$ cat src/verilog/rsh_rx_sig_highway_regs.vh
// Purpose: constants of the signaling highway block
// Assumes: plain Verilog-2005, included by bare name
// Notes on behaviour
// - flags, crc, address, zero removal
// - one or two byte address
// - c/r bit ignored in two byte match
// - 64 byte receive fifo
// - transparent skips framing
// - robbed bit each sixth frame
// - signaling aligned to data
// - superframe repeats a as c; d sent as one
// - bits 1-4 forced; idle none
// - all ones on both outputs
// - auto freeze unless disabled
// - change irq and pointer
// - receivers enabled, auto switching
// - codeword leftmost bit first
// - filter needs 7 of 10
// - f72 data link to fifo
// - clock rate >= data rate
// - selected edge and phase
// - frame start sync plus offset
// - frame marker one base bit
// - multiplex interleave rate limits
`ifndef RSH_RX_SIG_HIGHWAY_REGS_VH
`define RSH_RX_SIG_HIGHWAY_REGS_VH
`define RSH_FLAG 8'h7e
`define RSH_GRP_FE 8'hfe
`define RSH_GRP_FC 8'hfc
`define RSH_CR_MASK 8'hfd
`define RSH_CRC_INIT 16'hffff
`define RSH_CRC_POLY 16'h8408
`define RSH_CRC_GOOD 16'hf0b8
`define RSH_FIFO_DEPTH 64
`define RSH_FIFO_AW 6
`define RSH_BOM_WIN 4'h9
`define RSH_BOM_NEED 4'h7
`define RSH_DL_FIRST 7'h1a
`define RSH_DL_LAST 7'h48
`define RSH_CAS_ROWS 7'h60
`define RSH_SIG_TS_MAX 5'h17
`define RSH_PIN_MARKER 3'h1
`define RSH_FLAG_SKIP 4'h8
`endif

$ cat src/verilog/rsh_rx_sig_highway.v
// Purpose: receive signaling and highway of one channel
// Assumes: line side on clk; highway and signaling pins asynchronous
// Notes: highway clock is oversampled; keep it far below 125 MHz
`timescale 1ns/100ps
`default_nettype none
`include "rsh_rx_sig_highway_regs.vh"

module rsh_fifo #(parameter W = 8, parameter D = 64, parameter AW = 6)
(
  input wire clk, // core clock
  input wire sys_rst, // synchronous reset
  input wire in_valid, // write request
  output wire in_ready, // not full
  input wire [W-1:0] in_data, // write data
  output wire out_valid, // not empty
  input wire out_ready, // read accept
  output wire [W-1:0] out_data // head word
);
  reg [W-1:0] mem_reg [0:D-1];
  reg [AW-1:0] wp_reg;
  reg [AW-1:0] rp_reg;
  reg [AW:0] cnt_reg;
  wire do_wr = in_valid & in_ready;
  wire do_rd = out_valid & out_ready;
  assign in_ready = (cnt_reg != D);
  assign out_valid = (cnt_reg != 0);
  assign out_data = mem_reg[rp_reg];
  always @(posedge clk)
  begin
    if (do_wr)
      mem_reg[wp_reg] <= in_data;
    if (sys_rst)
    begin
      wp_reg <= {AW{1'b0}};
      rp_reg <= {AW{1'b0}};
      cnt_reg <= {(AW+1){1'b0}};
    end
    else
    begin
      if (do_wr)
        wp_reg <= wp_reg + 1'b1;
      if (do_rd)
        rp_reg <= rp_reg + 1'b1;
      if (do_wr & ~do_rd)
        cnt_reg <= cnt_reg + 1'b1;
      else if (do_rd & ~do_wr)
        cnt_reg <= cnt_reg - 1'b1;
    end
  end
endmodule

module rsh_rx_sig_highway
(
  input wire clk, // core clock 250 MHz
  input wire sys_rst, // synchronous reset, high
  input wire line_bit, // received line bit
  input wire line_bit_en, // line bit strobe
  input wire [4:0] line_ts, // time slot of line bit
  input wire [2:0] line_bitpos, // bit position, 7 = lsb
  input wire [6:0] line_frame, // frame number in multiframe, from 1
  input wire sig_slot, // bit belongs to signaling controller
  input wire dl_bit, // bit is a data link bit
  input wire esf_format, // esf multiframe
  input wire f72_format, // f72 multiframe
  input wire los, // loss of signal
  input wire lfa, // loss of frame alignment
  input wire rx_slip, // receive slip pulse
  input wire hdlc_receiver_on, // hdlc receiver enable
  input wire message_receiver_on, // message receiver enable
  input wire transparent_mode, // no hdlc framing
  input wire addr_two_byte, // two byte address mode
  input wire [7:0] high_address_match_1, // programmable high address 1
  input wire [7:0] high_address_match_2, // programmable high address 2
  input wire [1:0] message_receive_mode, // 0 all, 1 changes, 2 none
  input wire message_filter_enable, // 7 of 10 filter
  input wire auto_freeze_disable, // no automatic freeze
  input wire ext_signaling_en, // signaling from system pin
  input wire system_signaling_in, // system signaling pin
  input wire send_all_ones_system, // all ones to system
  input wire sig_fix_en, // force first four bits
  input wire sig_fix_val, // forced level
  input wire irq_status_read, // status read pulse
  input wire [3:0] sig_rd_index, // signaling register select
  output reg [7:0] sig_rd_data, // selected signaling register
  output reg freeze_indicator_pin, // freeze pin
  output wire freeze_status_flag, // freeze status
  output reg signaling_change_irq, // signaling change pending
  output reg [3:0] signaling_change_pointer, // changed register
  output reg [23:0] dl_bit_regs, // data link bits of multiframe
  output wire fifo_out_valid, // receive fifo not empty
  input wire fifo_out_ready, // receive fifo read
  output wire [7:0] fifo_out_data, // receive fifo head
  input wire receive_highway_clock, // highway clock pin
  input wire receive_sync_pulse, // sync pulse pin, low active
  input wire highway_edge_select, // 1 falling edge
  input wire [1:0] highway_clock_rate_low, // clock rate code
  input wire highway_clock_rate_high, // top clock rate
  input wire highway_data_rate_high, // data rate code msb
  input wire highway_data_rate_low, // data rate code lsb
  input wire [2:0] channel_phase_select, // active phase
  input wire [7:0] receive_offset_low, // offset low byte
  input wire [3:0] receive_offset_high, // offset high bits
  input wire [2:0] receive_pin_function, // pin function
  input wire multiplex_mode, // four channel multiplex
  input wire byte_interleave, // multiplex byte interleave
  input wire [7:0] highway_byte, // byte of highway_ts
  input wire highway_ts_idle, // highway_ts unequipped
  output wire [4:0] highway_ts, // time slot being sent
  output reg receive_data_out, // highway data
  output reg receive_signaling_out, // highway signaling
  output reg receive_frame_marker, // frame marker
  output wire rate_valid // rate combination valid
);
  // synchronisers for asynchronous pins
  reg hc_s1, hc_s2, hc_s3, sp_s1, sp_s2, sp_s3, ss_s1, ss_s2;
  always @(posedge clk)
  begin
    if (sys_rst)
    begin
      hc_s1 <= 1'b0;
      hc_s2 <= 1'b0;
      hc_s3 <= 1'b0;
      sp_s1 <= 1'b1;
      sp_s2 <= 1'b1;
      sp_s3 <= 1'b1;
      ss_s1 <= 1'b0;
      ss_s2 <= 1'b0;
    end
    else
    begin
      hc_s1 <= receive_highway_clock;
      hc_s2 <= hc_s1;
      hc_s3 <= hc_s2;
      sp_s1 <= receive_sync_pulse;
      sp_s2 <= sp_s1;
      sp_s3 <= sp_s2;
      ss_s1 <= system_signaling_in;
      ss_s2 <= ss_s1;
    end
  end

  // hdlc / transparent / message receiver
  function [15:0] crc_step;
    input [15:0] c;
    input b;
    begin
      crc_step = (c >> 1) ^ ((c[0] ^ b) ? `RSH_CRC_POLY : 16'h0000);
    end
  endfunction

  wire hb_en = line_bit_en & sig_slot & ~(f72_format & dl_bit);
  reg [7:0] hsh_reg, bsr_reg;
  reg [15:0] crc_reg, msh_reg;
  reg [2:0] ones_reg, bcnt_reg;
  reg [3:0] skip_reg, run_reg;
  reg [1:0] bytes_reg;
  reg in_frame_reg, addr_ok_reg, bom_reg;
  wire [7:0] hsh_next = {line_bit, hsh_reg[7:1]};
  wire [15:0] msh_next = {msh_reg[14:0], line_bit};
  wire hdlc_act = hdlc_receiver_on & ~bom_reg;
  wire flag_seen = hdlc_act & ~transparent_mode & (hsh_next == `RSH_FLAG);
  wire abort_seen = hsh_next[7:1] == 7'h7f;
  wire b_old = hsh_reg[0];
  wire stuffed = (ones_reg == 3'h5) & ~b_old;
  wire dv = hdlc_act & (transparent_mode | (in_frame_reg & (skip_reg == 4'h0) & ~stuffed));
  wire dbit = transparent_mode ? line_bit : b_old;
  wire [15:0] crc_upd = dv ? crc_step(crc_reg, dbit) : crc_reg;
  wire [7:0] byte_new = {dbit, bsr_reg[7:1]};
  wire [7:0] hi_m = byte_new & `RSH_CR_MASK;
  wire hi_ok = (hi_m == (`RSH_GRP_FE & `RSH_CR_MASK)) | (hi_m == (`RSH_GRP_FC & `RSH_CR_MASK)) |
    (hi_m == (high_address_match_1 & `RSH_CR_MASK)) | (hi_m == (high_address_match_2 & `RSH_CR_MASK));
  wire one_ok = (byte_new == high_address_match_1) | (byte_new == high_address_match_2);
  wire byte_done = hb_en & dv & (bcnt_reg == 3'h7);
  wire addr_now = addr_two_byte ? hi_ok : one_ok;
  wire byte_keep = transparent_mode | ((bytes_reg == 2'h0) ? addr_now : addr_ok_reg);
  wire cw_seen = bom_reg & (msh_next[15:7] == 9'h1fe) & ~msh_next[0];
  wire [5:0] cw = msh_next[6:1];

  // pending fifo words, one source granted per cycle
  reg byte_pend, st_pend, bom_pend, dl_pend;
  reg [7:0] byte_d, st_d, bom_d, dl_d;
  wire fifo_in_ready;
  wire g_byte = byte_pend;
  wire g_bom = bom_pend & ~byte_pend;
  wire g_dl = dl_pend & ~byte_pend & ~bom_pend;
  wire g_st = st_pend & ~byte_pend & ~bom_pend & ~dl_pend;
  wire fifo_in_valid = byte_pend | bom_pend | dl_pend | st_pend;
  wire [7:0] fifo_in_data = g_byte ? byte_d : g_bom ? bom_d : g_dl ? dl_d : st_d;
  wire tk = fifo_in_ready;

  rsh_fifo #(.W(8), .D(`RSH_FIFO_DEPTH), .AW(`RSH_FIFO_AW)) u_receive_fifo
  (
    .clk(clk),
    .sys_rst(sys_rst),
    .in_valid(fifo_in_valid),
    .in_ready(fifo_in_ready),
    .in_data(fifo_in_data),
    .out_valid(fifo_out_valid),
    .out_ready(fifo_out_ready),
    .out_data(fifo_out_data)
  );

  reg [5:0] last_cw, acc_cw;
  reg [3:0] win_reg, eq_reg;
  reg [7:0] dlb_reg;
  reg [2:0] dlc_reg;
  always @(posedge clk)
  begin
    if (sys_rst)
    begin
      hsh_reg <= 8'h00;
      bsr_reg <= 8'h00;
      crc_reg <= `RSH_CRC_INIT;
      msh_reg <= 16'h0000;
      ones_reg <= 3'h0;
      bcnt_reg <= 3'h0;
      skip_reg <= 4'h0;
      run_reg <= 4'h0;
      bytes_reg <= 2'h0;
      in_frame_reg <= 1'b0;
      addr_ok_reg <= 1'b0;
      bom_reg <= 1'b0;
      byte_pend <= 1'b0;
      st_pend <= 1'b0;
      bom_pend <= 1'b0;
      dl_pend <= 1'b0;
      byte_d <= 8'h00;
      st_d <= 8'h00;
      bom_d <= 8'h00;
      dl_d <= 8'h00;
      last_cw <= 6'h00;
      acc_cw <= 6'h3f;
      win_reg <= 4'h0;
      eq_reg <= 4'h0;
      dlb_reg <= 8'h00;
      dlc_reg <= 3'h0;
      dl_bit_regs <= 24'h000000;
    end
    else
    begin
      // full fifo: newest word per source waits
      byte_pend <= byte_pend & ~(g_byte & tk);
      bom_pend <= bom_pend & ~(g_bom & tk);
      dl_pend <= dl_pend & ~(g_dl & tk);
      st_pend <= st_pend & ~(g_st & tk);
      if (hb_en)
      begin
        hsh_reg <= hsh_next;
        msh_reg <= msh_next;
        run_reg <= line_bit ? ((run_reg == 4'h8) ? run_reg : run_reg + 4'h1) : 4'h0;
        if (hdlc_receiver_on & message_receiver_on)
        begin
          if (~bom_reg & line_bit & (run_reg >= 4'h7))
            bom_reg <= 1'b1;
          else if (bom_reg & (hsh_next == `RSH_FLAG))
            bom_reg <= 1'b0;
        end
        else
          bom_reg <= message_receiver_on;
        if (skip_reg == 4'h0)
          ones_reg <= b_old ? ((ones_reg == 3'h7) ? ones_reg : ones_reg + 3'h1) : 3'h0;
        else if (~flag_seen)
          skip_reg <= skip_reg - 4'h1;
        if (dv)
        begin
          crc_reg <= crc_upd;
          bsr_reg <= byte_new;
          bcnt_reg <= bcnt_reg + 3'h1;
        end
        if (byte_done)
        begin
          if (bytes_reg != 2'h3)
            bytes_reg <= bytes_reg + 2'h1;
          if (bytes_reg == 2'h0)
            addr_ok_reg <= addr_now;
          if (byte_keep)
          begin
            byte_pend <= 1'b1;
            byte_d <= byte_new;
          end
        end
        if (flag_seen)
        begin
          if (in_frame_reg & (bytes_reg >= 2'h2) & addr_ok_reg)
          begin
            st_pend <= 1'b1;
            st_d <= {6'h00, bcnt_reg != 3'h0, crc_upd == `RSH_CRC_GOOD};
          end
          in_frame_reg <= 1'b1;
          skip_reg <= `RSH_FLAG_SKIP;
          ones_reg <= 3'h0;
          bcnt_reg <= 3'h0;
          bytes_reg <= 2'h0;
          crc_reg <= `RSH_CRC_INIT;
        end
        else if (abort_seen & ~transparent_mode)
          in_frame_reg <= 1'b0;
        if (cw_seen)
        begin
          win_reg <= (win_reg == `RSH_BOM_WIN) ? 4'h0 : win_reg + 4'h1;
          last_cw <= cw;
          eq_reg <= (win_reg == `RSH_BOM_WIN) ? 4'h1 : ((cw == last_cw) ? eq_reg + 4'h1 : 4'h1);
          if (message_filter_enable)
          begin
            if ((cw == last_cw) & (eq_reg + 4'h1 == `RSH_BOM_NEED) & (win_reg != `RSH_BOM_WIN))
            begin
              bom_pend <= 1'b1;
              bom_d <= {2'h0, cw};
            end
          end
          else if ((message_receive_mode == 2'h0) | ((message_receive_mode == 2'h1) & (cw != acc_cw)))
          begin
            bom_pend <= 1'b1;
            bom_d <= {2'h0, cw};
            acc_cw <= cw;
          end
        end
      end
      if (line_bit_en & f72_format & dl_bit)
      begin
        dl_bit_regs <= {dl_bit_regs[22:0], line_bit};
        if ((line_frame >= `RSH_DL_FIRST) & (line_frame <= `RSH_DL_LAST))
        begin
          dlb_reg <= {dlb_reg[6:0], line_bit};
          dlc_reg <= dlc_reg + 3'h1;
          if (dlc_reg == 3'h7)
          begin
            dl_pend <= 1'b1;
            dl_d <= {dlb_reg[6:0], line_bit};
          end
        end
        else
          dlc_reg <= 3'h0;
      end
    end
  end

  // robbed bit signaling store, freeze and change detection
  reg [95:0] sig_reg;
  reg freeze_reg;
  reg [1:0] cas_pos;
  reg cas_hit;
  always @*
  begin
    cas_hit = 1'b1;
    cas_pos = 2'h0;
    case (line_frame)
      7'd6: cas_pos = 2'h0;
      7'd12: cas_pos = 2'h1;
      7'd18: cas_pos = 2'h2;
      7'd24: cas_pos = 2'h3;
      default: cas_hit = 1'b0;
    endcase
  end
  wire cas_en = line_bit_en & (line_bitpos == 3'h7) & cas_hit & (line_ts <= `RSH_SIG_TS_MAX) & ~f72_format;
  wire cas_bit = ext_signaling_en ? ss_s2 : line_bit;
  wire [6:0] cas_idx = {line_ts[4:0], cas_pos};
  wire cas_chg = cas_en & ~freeze_reg & (sig_reg[cas_idx] != cas_bit);
  wire freeze_cause = ~auto_freeze_disable & (los | lfa | rx_slip);
  assign freeze_status_flag = freeze_reg;
  always @(posedge clk)
  begin
    if (sys_rst)
    begin
      sig_reg <= 96'h0;
      freeze_reg <= 1'b0;
      freeze_indicator_pin <= 1'b0;
      signaling_change_irq <= 1'b0;
      signaling_change_pointer <= 4'h0;
      sig_rd_data <= 8'h00;
    end
    else
    begin
      // freeze holds until a multiframe starts without a cause, or until auto freeze is disabled
      if (freeze_cause)
        freeze_reg <= 1'b1;
      else if (auto_freeze_disable | (line_bit_en & (line_frame == 7'h01) & (line_ts == 5'h00)))
        freeze_reg <= 1'b0;
      freeze_indicator_pin <= freeze_reg | freeze_cause;
      if (cas_en & ~freeze_reg)
        sig_reg[cas_idx] <= cas_bit;
      if (cas_chg)
      begin
        signaling_change_irq <= 1'b1;
        signaling_change_pointer <= line_ts[4:1];
      end
      else if (irq_status_read)
        signaling_change_irq <= 1'b0;
      if (sig_rd_index <= 4'hb)
        sig_rd_data <= sig_reg[{sig_rd_index, 3'h0} +: 8];
      else
        sig_rd_data <= 8'h00;
    end
  end

  // receive system highway
  wire [1:0] clk_code = highway_clock_rate_high ? 2'h3 : highway_clock_rate_low;
  wire [1:0] data_code = {highway_data_rate_high, highway_data_rate_low};
  assign rate_valid = (clk_code >= data_code) & (~multiplex_mode | (clk_code >= 2'h2)) &
    (~(multiplex_mode & byte_interleave) | (clk_code >= 2'h2));
  wire hc_rise = hc_s2 & ~hc_s3;
  wire hc_fall = ~hc_s2 & hc_s3;
  wire launch = highway_edge_select ? hc_fall : hc_rise;
  wire sync_start = ~sp_s2 & sp_s3;
  wire marker_mode = receive_pin_function == `RSH_PIN_MARKER;
  wire [11:0] offset = marker_mode ? 12'h000 : {receive_offset_high, receive_offset_low};
  reg [11:0] pos_reg;
  wire [11:0] frame_len = (12'h100 << clk_code) - 12'h001;
  wire [11:0] base12 = pos_reg >> clk_code;
  wire [7:0] base = base12[7:0];
  wire [11:0] sub = pos_reg & ((12'h001 << clk_code) - 12'h001);
  wire [11:0] phase12 = byte_interleave ? {9'h000, base[2:0]} : (sub >> (clk_code - data_code));
  wire phase_on = (phase12[2:0] == channel_phase_select) | (data_code == 2'h0 & ~multiplex_mode);
  assign highway_ts = base[7:3];
  wire [2:0] hbit = base[2:0];
  wire [1:0] ab_sel = (esf_format | hbit[1]) ? hbit[1:0] : {1'b0, hbit[0]};
  wire [6:0] rd_idx = {highway_ts, (esf_format ? hbit[1:0] : {1'b0, hbit[0]})};
  reg sig_bit;
  always @*
  begin
    sig_bit = 1'b1;
    if (highway_ts == 5'h00)
      sig_bit = highway_byte[3'h7 - hbit];
    else if (highway_ts_idle | (highway_ts > `RSH_SIG_TS_MAX))
      sig_bit = 1'b1;
    else if (~hbit[2])
      sig_bit = sig_fix_en ? sig_fix_val : 1'b1;
    else if (ab_sel != 2'h3 | esf_format)
      sig_bit = sig_reg[rd_idx];
  end
  always @(posedge clk)
  begin
    if (sys_rst)
    begin
      pos_reg <= 12'h000;
      receive_data_out <= 1'b0;
      receive_signaling_out <= 1'b0;
      receive_frame_marker <= 1'b0;
    end
    else if (launch)
    begin
      if (sync_start)
        pos_reg <= offset;
      else if (pos_reg >= frame_len)
        pos_reg <= 12'h000;
      else
        pos_reg <= pos_reg + 12'h001;
      receive_frame_marker <= marker_mode & (base == receive_offset_low);
      if (~phase_on)
      begin
        receive_data_out <= 1'b0;
        receive_signaling_out <= 1'b0;
      end
      else if (send_all_ones_system)
      begin
        receive_data_out <= 1'b1;
        receive_signaling_out <= 1'b1;
      end
      else
      begin
        receive_data_out <= highway_byte[3'h7 - hbit];
        receive_signaling_out <= sig_bit;
      end
    end
  end
endmodule
`default_nettype wire

$ cat config.mk
export PLATFORM = sky130hd
export DESIGN_NAME = rsh_rx_sig_highway
export DESIGN_NICKNAME = d
export VERILOG_FILES = /design/src/verilog/rsh_rx_sig_highway.v
export VERILOG_INCLUDE_DIRS = /design/src /design/src/verilog
export SDC_FILE = /design/constraint.sdc
export NUM_CORES = 1
export LEC_CHECK = 0
export BUFFER_PORTS_ARGS = -buffer_cell sky130_fd_sc_hd__buf_2
export CORE_MARGIN = 2
export CORE_UTILIZATION = 30
export DETAILED_ROUTE_END_ITERATION = 8
export GPL_ROUTABILITY_DRIVEN = 0
export GPL_TIMING_DRIVEN = 0
export PLACE_DENSITY = 0.44
export SYNTH_ARGS = -nofsm -noshare
export SYNTH_HDL_FRONTEND = slang
export SYNTH_HIERARCHICAL = 1
export SYNTH_SLANG_ARGS = --single-unit
$ cat constraint.sdc
create_clock -name clk -period 10.7 [get_ports clk]
set_input_delay 2.14 -clock clk [delete_from_list [all_inputs] [get_ports clk]]
set_output_delay 2.14 -clock clk [all_outputs]
set_load 0.005 [all_outputs]
==> results.cfg, run 1 <==
[layout]
diodes = 0
area_delta_synth_final_pct = 17.1
drive_gt1_share_pct = 17.5
final_common_cell = edfxtp_1
largest_register_ff_count = 512
layout_common_cells = 512 x edfxtp_1, 298 x dfxtp_1, 278 x nand2_1, 249 x nor2_1, 228 x a21oi_1
nets = 3394
num-fill-cells = 12100

[clock_tree]
post_cts_buffers = 0
clk_latency_ns = 0.68
ctsHtreeMaxLevel = 3
cts_sinks = 810
cts_resized = 0
cts-root-buf = clkbuf_16
hold_buffers = 0
clkTransAtPathRegs_ns = 0.06
clockBufferDepth = 3
numCtsBuffers = 93
cts_tree = yes

[floorplan]
die_x_um = 353
start_util_pct = 30.2
io_pins = 155
rows = 128
fp.coreArea_um2 = 121000
die_area_um2 = 125000
die_h_um = 353

[timing]
setup_viol_count_final = 0
finClkSkew_ns = 0.0341
tightestPinTransition_ns = 1.20
grt_setup_unrepaired = false
timing.final.crit_share_pct = 63.9
setup_tns_ns = 0
min_period_ns = 6.84
hold-worst-slack_ns = 0.413
relSlewSlack_pct = 19.6
drv_slew = 0
fin_ws_ns = 3.86
fmax_mhz = 146
hold_violations = 0

[logic_synthesis]
ys_seq_elements = 810
yosysSeqAreaShare_pct = 58.3
syn-cell-area_um2 = 36600
postSynth.asyncResetShare_pct = 0
syn_nets = 3141
dominantRegCellSynth = edfxtp_1
synth_enable_flop_cells = 512
ys.warnings.count = 6
netlist_instances = 3011
synth_area_per_cell_um2 = 12.2
yosysUniqueCellTypes = 114

[drt]
drt-wirelength-per-cell_um = 24.4
dr.pass1.iters = 6
viasPerCell = 5.27
drtAntennaViolNets = 0
first_iter_violations = 2520
drt_wl_total_mm = 121
vias = 26100
drc = 0

[worst_setup_path]
endpoint_kind = output port
worstSetupPathType = input pin to output port
startpoint_type = input pin
reg2reg_slack_ns = 6.76
cp.required_ns = 8.56
crit_fanout = 10
arrival_ns = 4.70

[global_route]
grt_pass1_wl_mm = 177
overflow = 0
grt_usage_pct = 19.0
grt_pass1_vias = 25800
grt_max_degree = 36
antenna_found_initial = 4

[power]
switchingPower_w = 0.00209
seqPwrFrac_pct = 42.6
combPwrFrac_pct = 16.4
p_int_w = 0.00573
vdd_drop_max_mv = 0.112
swShare_pct = 26.7
power.leakage_nw = 13.8
power_w = 0.00781
power_density_nw_per_um2 = 182
clkPwrFrac_pct = 41.1

[placed_design]
dpl.hpwl_mm = 85.3
pre_cts_ws_ns = 3.83
io_buffers = 142

[outcome]
status = finished clean

[worst_hold_path]
hold_path.class = flop to flop

[flow_run]
maxCapViolCount = 0
==> Yosys cell counts (23+ instances only) <==
cell | n | area [um^2]
a211oi_1 | 31 | 233
a21oi_1 | 228 | 1140
a22oi_1 | 23 | 173
buf_2 | 38 | 190
clkbuf_1 | 127 | 477
dfxtp_1 | 298 | 5970
edfxtp_1 | 512 | 15400
ha_1 | 31 | 388
inv_1 | 39 | 146
mux2i_1 | 125 | 1250
mux4_2 | 122 | 2750
nand2_1 | 278 | 1040
nand3_1 | 155 | 776
nand4_1 | 23 | 144
nor2_1 | 249 | 935
nor2b_1 | 47 | 294
nor3_1 | 48 | 240
o21ai_0 | 151 | 756
xnor2_1 | 30 | 263
xor2_1 | 32 | 280
==> kinds of logic (layout without fill, tap and decap cells) <==
logic type | count (synthesis) | count (layout) | share of synthesized area, %
other | 1 | 1 | 0.0102
flip-flops | 810 | 810 | 58.3
AND/OR/NAND/NOR | 944 | 944 | 12.4
adder cells (fa/ha/maj) | 32 | 32 | 1.11
XOR/XNOR | 62 | 62 | 1.48
AO/OA/AOI/OAI | 626 | 626 | 10.9
buffers and inverters | 256 | 579 | 3.41
multiplexers | 280 | 280 | 12.4
==> final timing paths <==
| check | start | to | cells after the start |
|---|---|---|---|
| hold reg to reg | sp_s1 | sp_s2 | 1 |
| setup / recovery | highway_clock_rate_low[0] | highway_ts[1] | 6 |
| hold / removal | sp_s1 | sp_s2 | 1 |
| setup reg to reg | hsh_reg[5] | st_d[0] | 9 |
==> routing by layer <==
layer  up-vias  global-route usage, %  part of all wire (%)
met5         -                      0                 0.023
met4         6                   7.31                   3.8
met3       246                   3.24                   5.9
met2       891                   30.0                    46
met1     13100                   25.9                    44
li1      11900                      -                     -
==> cell type report <==
cell class	count	area, um^2	share of cell area, %
flip-flops and latches	810	21300	49.7
multi-input cells	1945	14100	32.9
clock buffers	103	2370	5.54
well taps	1625	2030	4.74
repair buffers	158	1090	2.55
plain buffers	213	1090	2.53
clock inverters	62	676	1.57
inverters	43	161	0.376
==> critical path, stage by stage <==
cell and delay, ns:
clkbuf_1 0.19, nor2_1 0.60, mux4_2 0.41, clkbuf_1 0.50, clkbuf_1 0.61, buf_2 0.24
==> power groups by stage <==
stage          sequential, W  clock (W)  combinational, W
4_1_cts              0.00333    0.00329           0.00129
5_1_grt              0.00333    0.00341           0.00135
6_report             0.00333    0.00321           0.00128
3_5_place_dp         0.00339          0           0.00129
2_1_floorplan        0.00339          0          0.000849
3_3_place_gp         0.00339          0           0.00129
==> stage by stage <==
stage                     cells  cell area [um^2]  util, %
after floorplan            3011             36600        -
after global placement     4778             39400     32.4
after detailed placement   4793             39800     32.8
after CTS                  4958             42900     35.3
after global routing       4959             42900     35.3
final                      4959             42900     35.3
(Power assumes the default switching activity.)
==> run 2: changes to the inputs <==
ABC_AREA = 1   (was unset)
clock period = 7 ns   (was 10.7 ns; I/O delays follow)
==> results.cfg, run 2 <==
[worst_hold_path]
hold_path.class = flop to flop

[logic_synthesis]
synth_area_leaders = edfxtp_1 41%, dfxtp_1 16%, nand2_1 12%
synth_area_per_cell_um2 = 8.91
netlist_instances = 4260
postSynth.asyncResetShare_pct = 0
syn_nets = 4390
yosysUniqueCellTypes = 61
dominantRegCellSynth = edfxtp_1
synthTopCellsByCount = 1168 x nand2_1, 655 x nand3_1, 512 x edfxtp_1, 298 x dfxtp_1, 280 x inv_1
ys_seq_elements = 810
synth_most_common_cell = nand2_1
syn-cell-area_um2 = 37900
yosysSeqAreaShare_pct = 56.2
yosysTopAreaCell = edfxtp_1
synth_enable_flop_cells = 512
ys.warnings.count = 6
netlist.area_leader.share_pct = 40.5

[power]
clkPwrFrac_pct = 39.8
power_w = 0.0122
seqPwrFrac_pct = 41.8
power_density_nw_per_um2 = 276
swShare_pct = 29.9
power.leakage_nw = 16.9
switchingPower_w = 0.00365
vdd_drop_max_mv = 0.222
p_int_w = 0.00857
combPwrFrac_pct = 18.3

[clock_tree]
cts_resized = 0
cts-root-buf = clkbuf_16
clkTransAtPathRegs_ns = 0.06
numCtsBuffers = 95
ctsHtreeMaxLevel = 3
cts_sinks = 810
hold_buffers = 0
cts_tree = yes
post_cts_buffers = 0
clk_latency_ns = 0.69
clockBufferDepth = 3

[timing]
min_period_ns = 4.65
finClkSkew_ns = 0.0244
tightestPinTransition_ns = 1.23
drv_slew = 0
setup_viol_count_final = 0
fmax_mhz = 215
timing.final.crit_share_pct = 66.5
grt_setup_unrepaired = false
fin_ws_ns = 2.35
hold_violations = 0
relSlewSlack_pct = 17.8

[flow_run]
maxCapViolCount = 0

[floorplan]
die_area_um2 = 129000
die_h_um = 360
start_util_pct = 30.2
io_pins = 155
rows = 130
fp.coreArea_um2 = 126000
die_x_um = 360

[global_route]
grtUsageMet2_pct = 33.8
grtUsageMet1_pct = 29.7
busiest_layer = met2
overflow = 0
grt_max_degree = 29
grt_pass1_wl_mm = 206
grt_usage_pct = 21.2
antenna_found_initial = 12
grt_util_met3_pct = 3.39
grt_pass1_vias = 30700

[placed_design]
dp.cells = 6096
dpl.hpwl_mm = 104
pre_cts_ws_ns = 2.36
io_buffers = 150

[worst_setup_path]
cp_slowest_cell = clkbuf_1
worstSetupPathType = input pin to output port
crit_top_cell = buf_2
startpoint_type = input pin
arrival_ns = 3.25
endpoint_kind = output port
max_stage_delay_ns = 0.66
cp_cell_sequence = buf_2 -> nor2_2 -> o21ai_0 -> o21ai_2 -> clkbuf_1 -> buf_2
crit_fanout = 10
cp.required_ns = 5.60

[layout]
final_common_cell = nand2_1
fin_util_pct = 35.2
area_delta_synth_final_pct = 16.7
num-fill-cells = 13200
largest_register_ff_count = 512
layout_common_cells = 1168 x nand2_1, 655 x nand3_1, 512 x edfxtp_1, 298 x dfxtp_1, 280 x inv_1
instances_no_fill = 6271
multi_input_area_um2 = 14100
drive_gt1_share_pct = 11.3
seqCellArea_um2 = 21300
nets = 4673

[drt]
first_iter_violations = 3020
drtAntennaViolNets = 0
drt_wl_total_mm = 140
vias = 31900
dr.pass1.iters = 6
drc = 0
drt-wirelength-per-cell_um = 22.3
viasPerCell = 5.09

[outcome]
status = finished clean
run 2: cell count changes in the layout (fill, tap and decap cells not counted), sizes merged, moves of 51 or more:
cell / before / now
a311oi: 8 / 96
mux4: 133 / 0
buf: 241 / 336
inv: 46 / 291
mux2i: 126 / 0
nand2: 282 / 1175
o21ai: 155 / 206
nand3: 158 / 661
run 2: cell families after synthesis:
group	count (synthesis)	share of synthesized area [%]
buffers and inverters	556	6.71
flip-flops	810	56.2
other	1	0.00988
AND/OR/NAND/NOR	2167	24.7
adder cells (fa/ha/maj)	32	1.08
XOR/XNOR	42	0.970
AO/OA/AOI/OAI	652	10.2
run 2: layer usage:
| layer | wire (um) | vias to the layer above |
|---|---|---|
| met5 | 56 | - |
| met2 | 63800 | 916 |
| met4 | 3360 | 10 |
| met1 | 64600 | 15500 |
| li1 | - | 15300 |
| met3 | 8050 | 211 |
run 2: path summary, 6_finish.rpt:
kind	start	end	slack [ns]	cells after the start
setup / recovery	highway_clock_rate_high	highway_ts[0]	2.35	6
hold / removal	hc_s1	hc_s2	0.40	2
setup reg to reg	byte_pend	u_receive_fifo/mem_reg[61][7]	3.67	9
hold reg to reg	hc_s1	hc_s2	0.40	2
run 2: power groups by stage:
stage | clock network (W) | registers (W) | logic [W]
2_1_floorplan | 0 | 0.00520 | 0.00138
3_3_place_gp | 0 | 0.00521 | 0.00224
3_5_place_dp | 0 | 0.00521 | 0.00224
4_1_cts | 0.00498 | 0.00511 | 0.00225
5_1_grt | 0.00515 | 0.00512 | 0.00247
6_report | 0.00486 | 0.00511 | 0.00224
run 2: cell type report:
| class | count | area share, % |
|---|---|---|
| Antenna cell | 1 | 0.00565 |
| Clock inverter | 49 | 0.978 |
| Timing Repair Buffer | 186 | 2.67 |
| Buffer | 259 | 3.23 |
| Inverter | 297 | 2.53 |
| Sequential cell | 810 | 48.2 |
| Multi-Input combinational cell | 2894 | 31.9 |
| Clock buffer | 125 | 5.82 |
| Tap cell | 1650 | 4.66 |
run 2: through the flow:
stage          setup TNS (ns)  area [um^2]  hold slack [ns]
6_report                    0        44300            0.401
4_1_cts                     0        44300            0.402
2_1_floorplan               0        37900            0.388
5_1_grt                     0        44300            0.409
3_3_place_gp          -471.34        40800            0.392
3_5_place_dp                0        41200            0.394
run 2: critical path: cells and delay by family:
| kind | cells | cell delay (ns) |
|---|---|---|
| AOI/OAI and AO/OA | 2 | 0.52 |
| buffers and inverters | 3 | 1.03 |
| and+or+nand+nor | 1 | 0.30 |
